===== config.mk =====
export PLATFORM = sky130hd
export DESIGN_NAME = audio_serial_port
export DESIGN_NICKNAME = d
export VERILOG_FILES = /design/src/rtl/audio_port_pkg.sv /design/src/rtl/audio_serial_port.sv
export VERILOG_INCLUDE_DIRS = /design/src /design/src/rtl
export SDC_FILE = /design/constraint.sdc
export NUM_CORES = 1
export LEC_CHECK = 0
export BUFFER_PORTS_ARGS = -buffer_cell sky130_fd_sc_hd__clkbuf_2
export CAP_MARGIN = 15
export CORE_UTILIZATION = 40
export DETAILED_ROUTE_END_ITERATION = 7
export GPL_TIMING_DRIVEN = 1
export SLEW_MARGIN = 20
export SYNTH_ARGS = -nofsm -noshare
export SYNTH_HDL_FRONTEND = slang
export SYNTH_SLANG_ARGS = --single-unit

===== constraint.sdc =====
create_clock -name clk -period 15.4 [get_ports clk]
set_input_delay 2.31 -clock clk [delete_from_list [all_inputs] [get_ports clk]]
set_output_delay 2.31 -clock clk [all_outputs]
set_load 0.01 [all_outputs]

===== src/rtl/audio_port_map.svh =====
`ifndef AUDIO_PORT_MAP_SVH
`define AUDIO_PORT_MAP_SVH
// ==========================================
// timing
`define AP_CLK_KHZ 100000
`define AP_I2S_BCLK_KHZ 256
`define AP_SLAVE_BCLK_MAX_KHZ 3072
// divider adds N per cycle, toggles the bit clock each time it passes M
`define AP_DIV_N_RST 16'(2 * `AP_I2S_BCLK_KHZ / 16)
`define AP_DIV_M_RST 16'(`AP_CLK_KHZ / 16)
// ==========================================
// register byte addresses
`define AP_CTRL 8'h00
`define AP_SLOT 8'h04
`define AP_DIV 8'h08
`define AP_STAT 8'h0c
`define AP_TXL 8'h10
`define AP_TXR 8'h14
`define AP_RXL 8'h18
`define AP_RXR 8'h1c
`define AP_PTX0 8'h20
`define AP_PTX1 8'h24
`define AP_PTX2 8'h28
`define AP_PRX0 8'h30
`define AP_PRX1 8'h34
`define AP_PRX2 8'h38
// ==========================================
// reset values
`define AP_CTRL_RST 17'h00000
`define AP_SLOT_RST 12'h210
`endif


===== src/rtl/audio_port_pkg.sv =====
`default_nettype none
package audio_port_pkg;
  typedef enum logic [1:0] {FILL_ZERO, FILL_ONE, FILL_SIGN, FILL_VALUE} fill_e;
  // control word, enable in bit 0
  typedef struct packed {
    logic [2:0] chEn;
    logic [2:0] slotsLog;
    logic lsbFirst;
    logic rightJust;
    logic [2:0] fillVal;
    fill_e fill;
    logic longSync;
    logic master;
    logic pcm;
    logic enable;
  } ctrl_s;
endpackage
`default_nettype wire


===== src/rtl/audio_serial_port.sv =====
`timescale 1ns/1ps
`default_nettype none
`include "audio_port_map.svh"
module audio_serial_port (
  input wire logic clk, // 100 MHz
  input wire logic rst_n, // sync reset
  input wire logic psel, // apb select
  input wire logic penable, // apb access phase
  input wire logic pwrite, // apb write
  input wire logic [7:0] paddr, // apb byte address
  input wire logic [31:0] pwdata, // apb write data
  output logic [31:0] prdata, // apb read data
  output logic pready, // apb ready
  output logic pslverr, // unmapped address
  input wire logic sckIn, // bit clock pin in
  output logic sckOut, // bit clock pin out
  output logic sckOe, // bit clock drive
  input wire logic wsIn, // word select or sync in
  output logic wsOut, // word select or sync out
  output logic wsOe, // word select drive
  input wire logic diIn, // serial data in
  output logic doOut, // serial data out
  output logic doOe // serial data drive
);
  import audio_port_pkg::*;

  ctrl_s ctrl_ff;
  logic [11:0] slotMap_ff;
  logic [15:0] divN_ff, divM_ff, divAcc_ff, txL_ff, txR_ff, rxL_ff, rxR_ff;
  logic [15:0] txSh_ff, rxSh_ff;
  logic [12:0] pcmTx_ff [3];
  logic [12:0] pcmRx_ff [3];
  logic [31:0] prdata_ff, rdVal;
  logic pready_ff, pslverr_ff, hit, accWr, setupRd;
  logic sckS1_ff, sckS2_ff, sckS3_ff, wsS1_ff, wsS2_ff, diS1_ff, diS2_ff;
  logic sckGen_ff, wsGen_ff, sckOe_ff, wsOe_ff, doOut_ff, doOe_ff;
  logic wsR_ff, wsR2_ff, syncF_ff, startSeen_ff, locked_ff;
  logic [3:0] i2sCnt_ff;
  logic [7:0] bitIdx_ff, top, newIdx;
  logic [16:0] divSum;
  logic divTick, run, sckRise, sckFall, syncLvl, di;
  logic [2:0] hitNew, hitCur;
  logic [15:0] i2sWord, pcmWord;

  // ==========================================
  // helpers
  function automatic logic [7:0] frameTop(input logic [2:0] lg);
    case (lg)
      3'h0: frameTop = 8'h0f;
      3'h1: frameTop = 8'h1f;
      3'h2: frameTop = 8'h3f;
      3'h3: frameTop = 8'h7f;
      default: frameTop = 8'hff;
    endcase
  endfunction

  // lowest channel wins if two share a slot
  function automatic logic [2:0] chHit(input logic [3:0] slot, input logic [2:0] en,
                                       input logic [11:0] map);
    chHit = 3'h0;
    for (int i = 2; i >= 0; i--) begin
      if (en[i] && map[4*i +: 4] == slot) chHit = {1'b1, 2'(i)};
    end
  endfunction

  function automatic logic [15:0] rev16(input logic [15:0] w);
    for (int i = 0; i < 16; i++) begin
      rev16[i] = w[15-i];
    end
  endfunction

  function automatic logic [15:0] fmtTx(input logic [12:0] s, input ctrl_s c);
    logic [2:0] f;
    logic [15:0] w;
    case (c.fill)
      FILL_ZERO: f = 3'h0;
      FILL_ONE: f = 3'h7;
      FILL_SIGN: f = {3{s[12]}};
      default: f = c.fillVal;
    endcase
    w = c.rightJust ? {f, s} : {s, f};
    fmtTx = c.lsbFirst ? rev16(w) : w;
  endfunction

  function automatic logic [12:0] fmtRx(input logic [15:0] w, input ctrl_s c);
    logic [15:0] v;
    v = c.lsbFirst ? rev16(w) : w;
    fmtRx = c.rightJust ? v[12:0] : v[15:3];
  endfunction

  // ==========================================
  // apb slave, one wait state
  assign accWr = psel && penable && pready_ff && pwrite;
  assign setupRd = psel && penable && !pready_ff;

  always_comb begin
    hit = 1'b1;
    rdVal = 32'h0;
    case (paddr)
      `AP_CTRL: rdVal = 32'(ctrl_ff);
      `AP_SLOT: rdVal = {20'h0, slotMap_ff};
      `AP_DIV: rdVal = {divM_ff, divN_ff};
      `AP_STAT: rdVal = {21'h0, locked_ff, syncLvl, doOe_ff, bitIdx_ff};
      `AP_TXL: rdVal = {16'h0, txL_ff};
      `AP_TXR: rdVal = {16'h0, txR_ff};
      `AP_RXL: rdVal = {16'h0, rxL_ff};
      `AP_RXR: rdVal = {16'h0, rxR_ff};
      `AP_PTX0: rdVal = {19'h0, pcmTx_ff[0]};
      `AP_PTX1: rdVal = {19'h0, pcmTx_ff[1]};
      `AP_PTX2: rdVal = {19'h0, pcmTx_ff[2]};
      `AP_PRX0: rdVal = {19'h0, pcmRx_ff[0]};
      `AP_PRX1: rdVal = {19'h0, pcmRx_ff[1]};
      `AP_PRX2: rdVal = {19'h0, pcmRx_ff[2]};
      default: hit = 1'b0;
    endcase
  end

  always_ff @(posedge clk) begin
    if (!rst_n) begin
      pready_ff <= 1'b0;
      pslverr_ff <= 1'b0;
      prdata_ff <= 32'h0;
    end else begin
      pready_ff <= setupRd;
      pslverr_ff <= setupRd && !hit;
      prdata_ff <= (setupRd && !pwrite) ? rdVal : 32'h0;
    end
  end

  always_ff @(posedge clk) begin
    if (!rst_n) begin
      ctrl_ff <= ctrl_s'(`AP_CTRL_RST);
      slotMap_ff <= `AP_SLOT_RST;
      divN_ff <= `AP_DIV_N_RST;
      divM_ff <= `AP_DIV_M_RST;
      txL_ff <= 16'h0;
      txR_ff <= 16'h0;
      for (int i = 0; i < 3; i++) begin
        pcmTx_ff[i] <= 13'h0;
      end
    end else if (accWr) begin
      case (paddr)
        `AP_CTRL: ctrl_ff <= ctrl_s'(pwdata[16:0]);
        `AP_SLOT: slotMap_ff <= pwdata[11:0];
        `AP_DIV: {divM_ff, divN_ff} <= pwdata;
        `AP_TXL: txL_ff <= pwdata[15:0];
        `AP_TXR: txR_ff <= pwdata[15:0];
        `AP_PTX0: pcmTx_ff[0] <= pwdata[12:0];
        `AP_PTX1: pcmTx_ff[1] <= pwdata[12:0];
        `AP_PTX2: pcmTx_ff[2] <= pwdata[12:0];
        default: ;
      endcase
    end
  end

  // ==========================================
  // pin synchronisers
  always_ff @(posedge clk) begin
    if (!rst_n) begin
      {sckS1_ff, sckS2_ff, sckS3_ff} <= 3'h0;
      {wsS1_ff, wsS2_ff, diS1_ff, diS2_ff} <= 4'h0;
    end else begin
      sckS1_ff <= sckIn;
      sckS2_ff <= sckS1_ff;
      sckS3_ff <= sckS2_ff;
      wsS1_ff <= wsIn;
      wsS2_ff <= wsS1_ff;
      diS1_ff <= diIn;
      diS2_ff <= diS1_ff;
    end
  end

  // ==========================================
  // bit clock: own divider as master, synced pin as slave
  // master bit picks the pin use
  assign run = ctrl_ff.enable;
  assign divSum = {1'b0, divAcc_ff} + {1'b0, divN_ff};
  assign divTick = divSum >= {1'b0, divM_ff};
  // slave edges from pin, needs 2+ clk per half period
  assign sckRise = run && (ctrl_ff.master ? divTick && !sckGen_ff : sckS2_ff && !sckS3_ff);
  assign sckFall = run && (ctrl_ff.master ? divTick && sckGen_ff : !sckS2_ff && sckS3_ff);
  // sync level from own generator or pin
  assign syncLvl = ctrl_ff.master ? wsGen_ff : wsS2_ff;
  assign di = diS2_ff;

  always_ff @(posedge clk) begin
    if (!rst_n || !run || !ctrl_ff.master) begin
      divAcc_ff <= 16'h0;
      sckGen_ff <= 1'b0;
    end else begin
      divAcc_ff <= divTick ? 16'(divSum - {1'b0, divM_ff}) : divSum[15:0];
      if (divTick) sckGen_ff <= !sckGen_ff;
    end
  end

  always_ff @(posedge clk) begin
    if (!rst_n) begin
      sckOe_ff <= 1'b0;
      wsOe_ff <= 1'b0;
    end else begin
      // clock pins driven only as master
      sckOe_ff <= run && ctrl_ff.master;
      wsOe_ff <= run && ctrl_ff.master;
    end
  end

  // ==========================================
  // frame timing
  // power-of-two slot count
  assign top = frameTop(ctrl_ff.slotsLog);
  assign newIdx = startSeen_ff ? (ctrl_ff.longSync ? 8'h01 : 8'h00) :
                  (bitIdx_ff >= top ? 8'h00 : 8'(bitIdx_ff + 8'h01));
  // separate slot lookups: next index for transmit, current index for receive
  assign hitNew = chHit(newIdx[7:4], ctrl_ff.chEn, slotMap_ff);
  assign hitCur = chHit(bitIdx_ff[7:4], ctrl_ff.chEn, slotMap_ff);

  always_ff @(posedge clk) begin
    if (!rst_n || !run) begin
      bitIdx_ff <= 8'h0;
      {startSeen_ff, syncF_ff, locked_ff, wsGen_ff} <= 4'h0;
      {wsR_ff, wsR2_ff} <= 2'h0;
      i2sCnt_ff <= 4'h0;
    end else if (ctrl_ff.pcm) begin
      if (sckFall) begin
        syncF_ff <= syncLvl;
        if (syncLvl && !syncF_ff) begin
          startSeen_ff <= 1'b1;
          locked_ff <= 1'b1;
        end
      end
      if (sckRise) begin
        bitIdx_ff <= newIdx;
        startSeen_ff <= 1'b0;
        // short pulse in the bit before slot 0
        // long pulse over bits 0 to 2
        if (ctrl_ff.master) begin
          wsGen_ff <= ctrl_ff.longSync ? newIdx < 8'h03 : newIdx == top;
        end
      end
    end else begin
      if (sckRise) begin
        wsR_ff <= syncLvl;
        wsR2_ff <= wsR_ff;
      end
      // ws low for left, toggles every 16 bits
      if (sckFall && ctrl_ff.master) begin
        i2sCnt_ff <= 4'(i2sCnt_ff + 4'h1);
        if (i2sCnt_ff == 4'hf) wsGen_ff <= !wsGen_ff;
      end
    end
  end

  // ==========================================
  // transmit
  assign i2sWord = wsR_ff ? txR_ff : txL_ff;
  assign pcmWord = fmtTx(pcmTx_ff[hitNew[1:0]], ctrl_ff);

  always_ff @(posedge clk) begin
    if (!rst_n || !run) begin
      txSh_ff <= 16'h0;
      doOut_ff <= 1'b0;
      doOe_ff <= 1'b0;
    end else if (!ctrl_ff.pcm) begin
      doOe_ff <= 1'b1;
      if (sckFall) begin
        // load one bit after ws change, on falling edge
        if (wsR_ff != wsR2_ff) begin
          doOut_ff <= i2sWord[15];
          txSh_ff <= {i2sWord[14:0], 1'b0};
        end else begin
          doOut_ff <= txSh_ff[15];
          txSh_ff <= {txSh_ff[14:0], 1'b0};
        end
      end
    end else begin
      if (sckRise) begin
        // drive only in an enabled channel's slot once framed
        if (locked_ff && hitNew[2] && newIdx[3:0] == 4'h0) begin
          doOut_ff <= pcmWord[15];
          txSh_ff <= {pcmWord[14:0], 1'b0};
          doOe_ff <= 1'b1;
        end else begin
          doOut_ff <= txSh_ff[15];
          txSh_ff <= {txSh_ff[14:0], 1'b0};
        end
      end
      // release on falling edge of last bit
      if (sckFall && bitIdx_ff[3:0] == 4'hf) doOe_ff <= 1'b0;
    end
  end

  // ==========================================
  // receive
  always_ff @(posedge clk) begin
    if (!rst_n) begin
      rxSh_ff <= 16'h0;
      rxL_ff <= 16'h0;
      rxR_ff <= 16'h0;
      for (int i = 0; i < 3; i++) begin
        pcmRx_ff[i] <= 13'h0;
      end
    end else if (run && !ctrl_ff.pcm && sckRise) begin
      // lsb lands as ws changes; word goes to the old side
      rxSh_ff <= {rxSh_ff[14:0], di};
      if (syncLvl != wsR_ff) begin
        if (wsR_ff) rxR_ff <= {rxSh_ff[14:0], di};
        else rxL_ff <= {rxSh_ff[14:0], di};
      end
    end else if (run && ctrl_ff.pcm && sckFall && locked_ff && hitCur[2]) begin
      rxSh_ff <= {rxSh_ff[14:0], di};
      if (bitIdx_ff[3:0] == 4'hf) begin
        pcmRx_ff[hitCur[1:0]] <= fmtRx({rxSh_ff[14:0], di}, ctrl_ff);
      end
    end
  end

  assign prdata = prdata_ff;
  assign pready = pready_ff;
  assign pslverr = pslverr_ff;
  assign sckOut = sckGen_ff;
  assign sckOe = sckOe_ff;
  assign wsOut = wsGen_ff;
  assign wsOe = wsOe_ff;
  assign doOut = doOut_ff;
  assign doOe = doOe_ff;
endmodule
`default_nettype wire


==> key figures, run 1 <==
Status
  – Status: complete, no violations

Setup path
  – R2r endpoint: pcmRx_ff[2][4]
  – Max FO, Critical Path: 33
  – Critical path's top delay family: compound AO/OA/AOI/OAI gates
  – Kind of critical path: register to register
  – CP required: between 15 and 20 ns
  – Buf/Inv on CP: 0
  – Endpoint class of the critical path: register
  – Startpoint Class: register
  – Worst Reg-to-Reg Cells: 22
  – CP max-delay cell: o21ba_2
  – Internal reg-to-reg setup slack: 8.67 ns
  – Slowest stage delay, CP: roughly 0.67 ns
  – Cell breakdown of the critical path: ha_1 -> fa_1 -> a21oi_1 -> o211ai_1 -> o311ai_1 -> a211oi_1 -> o21a_1 -> o21ai_0 -> nand2b_1 -> a21oi_1 -> xnor2_1 -> ha_1 -> nand4_1 -> and3b_1 -> or3_1 -> a211o_1 -> o21ba_2 -> o21ai_0 -> nand3_1 -> nor3_1 -> nand3_1 -> nand2_1
  – RR Startpoint: divN_ff[0]
  – Worst Path Arrival: 6.86 ns

Timing
  – Final hold vios: 0
  – Sum Neg Setup Slack: 0 ns
  – Worst Clk Skew: 0.0332 ns
  – Fin crit share: 43.7%
  – Slew Viols, Final: 0
  – Worst-Margin Slew: 1.11 ns
  – Fmax: 149 MHz
  – RSZ-0062 raised after global routing: false
  – Slew Limit Headroom: between 20% and 30%
  – Min Tclk post-route: 6.73 ns
  – Final Setup Violations: 0

Logic synthesis
  – Seq/Total Area, Yosys: 44.4%
  – Syn Area/Cell: 8.65 um2
  – Asr flop ratio synth: 0%
  – Synth top cells by count: 336 x nand2_1, 234 x dfxtp_1, 181 x a21oi_1, 173 x nor2_1, 90 x clkbuf_1
  – Synthesized net count: 1,916
  – EDFF count, synth: 78
  – Flops & latches, synth: roughly 310
  – Synth top area share: 29.6%
  – Yosys top cell by area: dfxtp_1
  – Post-Syn Area: 15,800 um2
  – Most used DFF post-synth: dfxtp_1
  – Area contributors post-synth: dfxtp_1 30%, edfxtp_1 15%, nand2_1 8.0%
  – Most frequent cell after synthesis: nand2_1
  – Unique cell type count in the Yosys netlist: 91
  – Cells after Synth: 1,828
  – Ys Warns: 0

Power and ir drop
  – Comb pwr share: approximately 2.3%
  – Cell area power density: 98.1 nW/um2
  – P_int: 1.36 mW
  – Peak supply drop: ~0.072 mV
  – Seq pwr share: 48.9%
  – Pleak: 6.22 nW
  – Switch share: 22.4%
  – Clock network fraction of total power: 48.8%
  – P_sw: 0.393 mW

Floorplan
  – Io pins: 88
  – Chip width: between 200 and 250 um
  – Initial Util: 40.7%
  – Die Ht: 201 um
  – Std-Cell Rows: 72
  – Core Area: 38,800 um2
  – DIE AREA: 40,300 um2

Worst hold path
  – Worst Hold Class: register to register
  – Hold EP: di
  – Worst Hold Depth: 1
  – Hold_sp: diS1_ff

Finish
  – Layout Utilization: 46.0%
  – Diodes inserted: 0
  – Area delta synth->final: 13.0%
  – Ratio of cells with drive above 1 in the final layout: 11.4%
  – Final #Nets: ~2,000
  – Fill cells: 3,776

Global routing
  – Vias in the first global route: 13,500
  – Total global routing overflow: 0
  – Largest net degree at the start of global routing: 78
  – Initial antenna violation count: 1
  – All-layer global routing usage: 29.5%
  – First-pass GRT wire length: roughly 89,000 um

CTS
  – TritonCTS clock tree: built
  – H-tree Lvls: 2
  – Number of buffers inserted by hold repair at cts: 0
  – Post-CTS setup repair buffer count: 0
  – Clock sink total: 312
  – Worst-case clock buffer depth: 3
  – Worst-skew pair later-pin latency: between 0.5 and 0.6 ns
  – CTS root buf: clkbuf_16
  – CTS Buf Count: 35
  – Cts repair resizes: 0
  – Clk pin slew, worst setup/hold paths: approximately 0.070 ns

Placement
  – Input/output buffers: 87
  – Post-detail-place hpwl: 43,500 um
  – Routability Congestion: approximately 1

Run
  – Max Cap Viol: 0

Drt
  – DR iter-0 viols: approximately 1,700
  – Vias: about 15,000
  – Drt wl/cell: 25.0 um
  – Antenna-violating nets left: 0
  – Total wire length: between 60,000 and 70,000 um
  – Drt pass-1 iters: 6
  – Via/cell ratio: around 6
  – Post-route DRC: 0
## power by group through the flow
stage          clock network [mW]  logic, mW  registers (mW)
2_1_floorplan                   0     0.0158           0.868
3_3_place_gp                    0     0.0385           0.874
3_5_place_dp                    0     0.0388           0.874
4_1_cts                     0.866     0.0390           0.856
5_1_grt                     0.900     0.0414           0.856
6_report                    0.855     0.0401           0.856
## worst reg2reg max path, delay by kind of cell (launching register included)
kind,cells,cell delay (ns)
compound gates,10,2.71
fa+ha+maj,3,0.95
simple gates,8,2.12
xor+xnor,1,0.17
flops,1,0.34
## registers in the layout (all words and copies together), names as in the netlist, 4 cells and up
signal and flops:
rxL_ff 16, ctrl_ff 16, pcmTx_ff 39, slotMap_ff 12, rxR_ff 16, bitIdx_ff 8, txSh_ff 15, divM_ff 16
txR_ff 16, prdata 32, i2sCnt_ff 4, txL_ff 16, divAcc_ff 16, pcmRx_ff 39, rxSh_ff 15, divN_ff 16
## area by class of cell
| cell class | count | area [um2] | share of cell area (%) |
|---|---|---|---|
| sequential | 312 | 7030 | 39.3 |
| timing repair buffer | 112 | 623 | 3.49 |
| clock inverter | 13 | 181 | 1.02 |
| inverter | 46 | 175 | 0.981 |
| multi-input combinational | 1363 | 8260 | 46.2 |
| tap | 518 | 648 | 3.63 |
| clock buffer | 46 | 948 | 5.31 |
## through the flow
stage / worst slack, ns / cells / instance area [um2] / power (mW) / hold slack, ns
finish: 8.67 / 2410 / 17900 / 1.75 / 0.429
global route: 8.20 / 2410 / 17900 / 1.80 / 0.461
CTS: 8.79 / 2410 / 17800 / 1.76 / 0.434
detailed placement: 8.85 / 2351 / 16700 / 0.913 / 0.419
global placement: 9.06 / 2351 / 16700 / 0.912 / 0.430
floorplan: 10.17 / 1828 / 15800 / 0.884 / 0.412
## how the worst max path moves through the flow
stage | from | to | slack (ns) | cells past startpoint
global placement | divN_ff[0] | pcmRx_ff[1][10] | 9.06 | 22
global route | divN_ff[0] | pcmRx_ff[1][1] | 8.20 | 22
finish | divN_ff[0] | pcmRx_ff[2][4] | 8.67 | 22
detailed placement | divN_ff[0] | pcmRx_ff[2][8] | 8.85 | 22
CTS | divN_ff[0] | pcmRx_ff[2][6] | 8.79 | 22
floorplan | divN_ff[0] | pcmRx_ff[1][0] | 10.17 | 23
## metal layers
metal	part of all wire [%]	global-route usage (%)	wire length [um]
met4	5.1	14.6	3080
met1	42	39.7	25100
met5	0.010	0	6
met2	44	45.1	26300
met3	9.6	5.94	5780
## logic make-up (layout without fill, tap and decap cells)
group,count (synthesis),in the layout,share of synthesized area [%]
AND/OR/NAND/NOR,700,700,19.6
AO/OA/AOI/OAI,505,505,21.5
flip-flops,312,312,44.4
multiplexers,61,61,4.17
buffers and inverters,153,217,3.77
adder cells (fa/ha/maj),40,40,3.26
XOR/XNOR,57,57,3.20
## placed cells by master, fill, tap and decap left out, drive strengths merged, types with 34 or more instances in the layout
master,netlist,final
a211oi,37,37
a21oi,182,182
a221oi,43,43
a22oi,36,36
a31oi,35,35
clkbuf,90,133
dfxtp,234,234
edfxtp,78,78
ha,38,38
inv,43,45
mux2i,49,49
nand2,337,337
nor2,176,176
nor3,50,50
o21ai,50,50
xnor2,34,34
(Power assumes the default switching activity.)
==> run 2: changes to the inputs <==
- ABC_AREA: default -> 1
- clock period: 15.4 -> 7 ns (I/O delays scaled with it)
==> key figures, run 2 <==
Status
  – Status: complete, no violations

Setup path
  – Slowest stage delay, CP: 0.57 ns (-0.10 ns)
  – Most Frequent Cell on Critical Path: nand2_1
  – CP max-delay cell: nand2_1
  – Buf/Inv on CP: 4 (+4)
  – Max FO, Critical Path: 29 (-12%)
  – CP required: 7.19 ns (-8.34 ns)
  – Endpoint class of the critical path: register
  – Kind of critical path: register to register
  – Worst Path Arrival: 6.05 ns (-0.81 ns)
  – Startpoint Class: register
  – Critical path's top delay family: simple AND/OR/NAND/NOR gates

Finish
  – Ratio of cells with drive above 1 in the final layout: 11.2% (-0.23 points)
  – Final #Nets: 2,163 (+10%)
  – Area delta synth->final: 12.6%
  – Most common library cell in the layout ignoring fill and taps: nand2_1
  – Most frequent cells in the layout: 312 x nand2_1, 234 x dfxtp_1, 233 x o21ai_0, 225 x inv_1, 209 x a21oi_1
  – Diodes inserted: 0 (unchanged)
  – Final Non-Filler Cells: 2,618 (+8.6%)

Timing
  – Min Tclk post-route: 5.86 ns (-0.868 ns)
  – RSZ-0062 raised after global routing: false
  – Fin crit share: 83.7% (+40 points)
  – Slew Limit Headroom: 27.5% (+1.4 points)
  – Fmax: 171 MHz (+15%)
  – Slew Viols, Final: 0 (unchanged)
  – Worst-Margin Slew: 1.06 ns (-0.0465 ns)
  – Sum Neg Setup Slack: 0 ns (unchanged)
  – Final hold vios: 0 (unchanged)
  – Setup WS post-layout: 1.14 ns (-7.53 ns)
  – Final Setup Violations: 0 (unchanged)
  – Worst Clk Skew: 0.0101 ns (-0.0231 ns)

Placement
  – Cell count after placement: 2,555 (+8.7%)
  – Input/output buffers: 87 (unchanged)
  – Routability Congestion: 0.989 (+0.20%)
  – Pre-CTS setup slack: 1.20 ns (-7.65 ns)
  – Post-detail-place hpwl: 40,300 um (-7.3%)

Drt
  – Total wire length: 54,000 um (-10%)
  – DR iter-0 viols: 1,697 (-1.7%)
  – Via/cell ratio: 5.61 (-7.8%)
  – Antenna-violating nets left: 0 (unchanged)
  – Post-route DRC: 0 (unchanged)
  – Vias: 14,700 (+0.14%)
  – Drt wl/cell: 20.6 um (-17%)
  – Drt pass-1 iters: 6 (unchanged)

Power and ir drop
  – Pleak: 6.93 nW (+11%)
  – Peak supply drop: 0.165 mV (+130%)
  – Cell area power density: 216 nW/um2 (+120%)

CTS
  – Worst-skew pair later-pin latency: 0.56 ns (about the same)
  – Worst-case clock buffer depth: 3 (unchanged)
  – CTS Buf Count: 36 (+2.9%)
  – Post-CTS setup repair buffer count: 0 (unchanged)
  – CTS root buf: clkbuf_16
  – H-tree Lvls: 2 (unchanged)
  – Clk pin slew, worst setup/hold paths: 0.06 ns (about the same)
  – Clock sink total: 312 (unchanged)
  – Number of buffers inserted by hold repair at cts: 0 (unchanged)
  – TritonCTS clock tree: built
  – Cts repair resizes: 0 (unchanged)

Logic synthesis
  – Synth top cells by count: 312 x nand2_1, 236 x o21ai_0, 234 x dfxtp_1, 225 x inv_1, 209 x a21oi_1
  – Synth top area share: 29.8% (+0.17 points)
  – EDFF count, synth: 78 (unchanged)
  – Area contributors post-synth: dfxtp_1 30%, edfxtp_1 15%, o21ai_0 7.5%
  – Xor/xnor cell area share of the yosys netlist: 1.73% (-1.5 points)
  – Seq/Total Area, Yosys: 44.7% (+0.25 points)
  – Post-Synth Simple-Gate Area: 20.9% (+1.3 points)
  – Post-synthesis mux area share: 0.0637% (-4.1 points)
  – Syn Area/Cell: 7.77 um2 (-10%)
  – Asr flop ratio synth: 0% (unchanged)
  – Yosys top cell by area: dfxtp_1
  – Adder-cell share of the synthesized area: 3.28% (+0.018 points)
  – Post-Syn Area: 15,700 um2 (-0.56%)
  – Ys Warns: 0 (unchanged)
  – Most frequent cell after synthesis: nand2_1
  – Largest family of logic cells by synthesized area: compound AO/OA/AOI/OAI gates
  – Most used DFF post-synth: dfxtp_1
  – Synth Area in Compound Gates: 21.0% (-0.50 points)
  – Unique cell type count in the Yosys netlist: 57 (-37%)
  – Synthesized net count: 2,111 (+10%)
  – Flops & latches, synth: 312 (unchanged)
  – Cells after Synth: 2,023 (+11%)

Global routing
  – Initial antenna violation count: 0 (-1)
  – Total global routing overflow: 0 (unchanged)
  – Largest net degree at the start of global routing: 84 (+7.7%)
  – First-pass GRT wire length: 83,200 um (-6.3%)
  – All-layer global routing usage: 26.9% (-2.7 points)
  – Vias in the first global route: 13,700 (+1.7%)

Floorplan
  – Die Ht: 200 um (-0.28%)
  – Chip width: 200 um (-0.28%)
  – Std-Cell Rows: 72 (unchanged)
  – Io pins: 88 (unchanged)
  – DIE AREA: 40,100 um2 (-0.56%)
  – Initial Util: 40.6% (-0.13 points)
  – Core Area: 38,700 um2 (-0.23%)

Worst hold path
  – Worst Hold Class: register to register

Run
  – Max Cap Viol: 0 (unchanged)
==> run 2: per-layer routing <==
metal  vias to the layer above  track usage, %  wire (um)
met5                         -               0          0
met4                         0            9.35       1800
met3                        93            4.34       4320
met2                       640            41.5      23800
met1                      6942            37.9      24100
li1                       7022               -          -
==> run 2: final cells by class <==
cell class              instances  area, um2
fillers                      3969      21000
multi-input cells            1381       7390
flip-flops and latches        312       7030
clock buffers                  46        958
inverters                     233        875
well taps                     518        648
repair buffers                111        618
clock inverters                17        183
==> run 2: power by group <==
group / leakage, nW / switching (mW) / internal (mW)
clock: 0.547 / 0.782 / 1.08
combinational: 3.72 / 0.0673 / 0.0229
sequential: 2.66 / 0.0107 / 1.87
total: 6.93 / 0.860 / 2.97
==> run 2: final timing paths <==
path / from / to / slack [ns] / cells after the start
setup / recovery: divN_ff[4] / pcmRx_ff[0][0] / 1.14 / 28
hold / removal: diS1_ff / di / 0.42 / 2
setup reg to reg: divN_ff[4] / pcmRx_ff[0][0] / 1.14 / 28
hold reg to reg: diS1_ff / di / 0.42 / 2
==> run 2: metrics by stage <==
stage / power (mW) / hold slack [ns] / area [um2] / util [%]
2_1_floorplan: 1.95 / 0.390 / 15700 / -
3_3_place_gp: 2.00 / 0.410 / 16600 / 42.8
3_5_place_dp: 2.00 / 0.401 / 16600 / 42.8
4_1_cts: 3.85 / 0.417 / 17700 / 45.7
5_1_grt: 3.93 / 0.452 / 17700 / 45.7
6_report: 3.83 / 0.424 / 17700 / 45.7
==> run 2: cell families (layout without fill, tap and decap cells) <==
family,count (synthesis),after routing
buffers and inverters,330,407
and+or+nand+nor,733,733
xor gates and xnor gates,31,31
adders and majority gates,40,40
AOI/OAI and AO/OA,576,576
muxes,1,1
DFF,312,312
==> run 2: worst min-delay path: cells and delay by family, from the launching register on <==
kind          cells  cell delay, ns
buf+inv           1            0.04
flops             1            0.31
simple gates      1            0.05
==> run 3: changes to the inputs <==
- clock period: 7 -> 5.58 ns (I/O delays scaled with it)
==> key figures, run 3 (synthesized netlist as in run 2, its figures left out) <==
Finish
  – Layout Utilization: 46.2% (+0.52 points)
  – Final #Nets: 2,170 (+0.32%)
  – Register area: 7030 um2 (unchanged)
  – Multi-input gate area: 7390 um2 (about the same)
  – Fill cells: 3,925 (-1.1%)
  – Area delta synth->final: 13.9%
  – Most common library cell in the layout ignoring fill and taps: nand2_1
  – Ratio of cells with drive above 1 in the final layout: 11.7% (+0.47 points)
  – Most frequent cells in the layout: 312 x nand2_1, 234 x dfxtp_1, 233 x o21ai_0, 225 x inv_1, 209 x a21oi_1
  – Diodes inserted: 0 (unchanged)

Timing
  – Min Tclk post-route: 4.97 ns (-0.896 ns)
  – Slew Limit Headroom: 27.2% (-0.33 points)
  – Slew Viols, Final: 0 (unchanged)
  – Final hold vios: 0 (unchanged)
  – Worst Clk Skew: 0.0310 ns (+0.0209 ns)
  – WHS: 0.412 ns (-0.0115 ns)
  – Worst-Margin Slew: 1.09 ns (+0.0312 ns)
  – Final Setup Violations: 0 (unchanged)
  – Sum Neg Setup Slack: 0 ns (unchanged)
  – Fin crit share: 89.0% (+5.3 points)
  – Fmax: 201 MHz (+18%)
  – RSZ-0062 raised after global routing: false

Floorplan
  – DIE AREA: 40,100 um2 (unchanged)
  – Io pins: 88 (unchanged)
  – Core Area: 38,700 um2 (unchanged)
  – Chip width: 200 um (unchanged)
  – Die Ht: 200 um (unchanged)
  – Initial Util: 40.6% (unchanged)
  – Std-Cell Rows: 72 (unchanged)

Worst hold path
  – Worst Hold Class: register to register

Power and ir drop
  – Cell area power density: 282 nW/um2 (+30%)
  – Pleak: 7.05 nW (+1.7%)
  – Peak supply drop: 0.197 mV (+19%)

Placement
  – Routability Congestion: 0.954 (-3.5%)
  – Input/output buffers: 87 (unchanged)
  – Post-detail-place hpwl: 40,600 um (+0.74%)

Setup path
  – Startpoint Class: register
  – Max FO, Critical Path: 17 (-41%)
  – Worst Path Arrival: 5.17 ns (-0.88 ns)
  – CP required: 5.78 ns (-1.41 ns)
  – Endpoint class of the critical path: register
  – Internal reg-to-reg setup slack: 0.61 ns (-0.52 ns)
  – Kind of critical path: register to register

Drt
  – Via/cell ratio: 5.58 (-0.65%)
  – Post-route DRC: 0 (unchanged)
  – Total wire length: 54,200 um (+0.35%)
  – Drt wl/cell: 20.6 um (about the same)
  – DR iter-0 viols: 1,599 (-5.8%)
  – Antenna-violating nets left: 0 (unchanged)
  – Drt pass-1 iters: 8 (+2)
  – Vias: 14,700 (-0.31%)

CTS
  – TritonCTS clock tree: built
  – CTS root buf: clkbuf_16
  – Clk pin slew, worst setup/hold paths: 0.06 ns (about the same)
  – Worst-skew pair later-pin latency: 0.56 ns (about the same)
  – Clock sink total: 312 (unchanged)
  – Post-CTS setup repair buffer count: 0 (unchanged)
  – H-tree Lvls: 2 (unchanged)
  – CTS Buf Count: 37 (+2.8%)
  – Number of buffers inserted by hold repair at cts: 0 (unchanged)
  – Cts repair resizes: 0 (unchanged)
  – Worst-case clock buffer depth: 3 (unchanged)

Global routing
  – Largest net degree at the start of global routing: 76 (-9.5%)
  – Total global routing overflow: 0 (unchanged)
  – All-layer global routing usage: 26.9% (about the same)
  – Initial antenna violation count: 1 (+1)
  – Vias in the first global route: 13,700 (+0.029%)
  – First-pass GRT wire length: 83,000 um (-0.21%)

Run
  – Max Cap Viol: 0 (unchanged)

Status
  – Status: complete, no violations
run 3: cell types whose count changed in the layout (fill, tap and decap cells not counted), moves of 2 or more:
cell,previous run,this run
clkbuf_8,2,4
clkinvlp_2,3,0
buf_4,25,31
clkbuf_16,36,38
bufinv_16,3,6
clkbuf_1,8,6
run 3: through the flow:
stage | total power, mW | instances | setup WS [ns] | area, um2
2_1_floorplan | 2.45 | 2023 | 1.17 | 15700
3_3_place_gp | 2.51 | 2561 | 0.675 | 16600
3_5_place_dp | 2.51 | 2561 | 0.630 | 16600
4_1_cts | 5.08 | 2627 | 0.611 | 17900
5_1_grt | 5.19 | 2627 | 0.0388 | 17900
6_report | 5.05 | 2627 | 0.615 | 17900
run 3: per-layer routing:
metal	global-route usage [%]	wire, um
met1	37.6	24300
met5	0	12
met4	10.6	1950
met2	41.1	23700
met3	4.67	4250
run 3: area by class of cell:
| cell class | instances | area share [%] |
|---|---|---|
| clock buffers | 48 | 5.74 |
| clock inverters | 18 | 1.50 |
| inverters | 233 | 4.88 |
| multi-input cells | 1381 | 41.3 |
| flip-flops and latches | 312 | 39.2 |
| well taps | 518 | 3.62 |
| repair buffers | 117 | 3.70 |
run 3: critical path, cell delays in order, from the launching register on:
cell      delay (ns)
dfxtp_1         0.34
ha_1            0.36
nand2_1         0.10
nor3_1          0.13
nand2_1         0.08
o211ai_1        0.13
nand2_1         0.08
nand2_1         0.07
a21oi_1         0.08
o31ai_1         0.33
nand2_1         0.13
nand2_1         0.09
xor2_1          0.08
ha_1            0.36
nand2_1         0.11
nor4_1          0.27
nand2_1         0.08
nand2_1         0.09
nand2_1         0.09
nand3_2         0.12
nand2_1         0.07
nand2_2         0.09
nand3_4         0.09
nor2_4          0.19
nand3_4         0.25
nor2_4          0.18
nand2_2         0.17
nand2_1         0.43
run 3: final timing paths:
kind / start / endpoint / cells after the start
max: divN_ff[5] / pcmRx_ff[1][4] / 27
min reg2reg: sckS1_ff / sckS2_ff / 2
min: sckS1_ff / sckS2_ff / 2
max reg2reg: divN_ff[5] / pcmRx_ff[1][4] / 27
run 3: power breakdown:
| part | leakage [nW] | internal, mW | total [mW] | switching, mW |
|---|---|---|---|---|
| Clock | 0.637 | 1.59 | 2.59 | 1.00 |
| Combinational | 3.75 | 0.0292 | 0.113 | 0.0839 |
| Sequential | 2.66 | 2.34 | 2.35 | 0.0129 |
| Total | 7.05 | 3.96 | 5.05 | 1.10 |
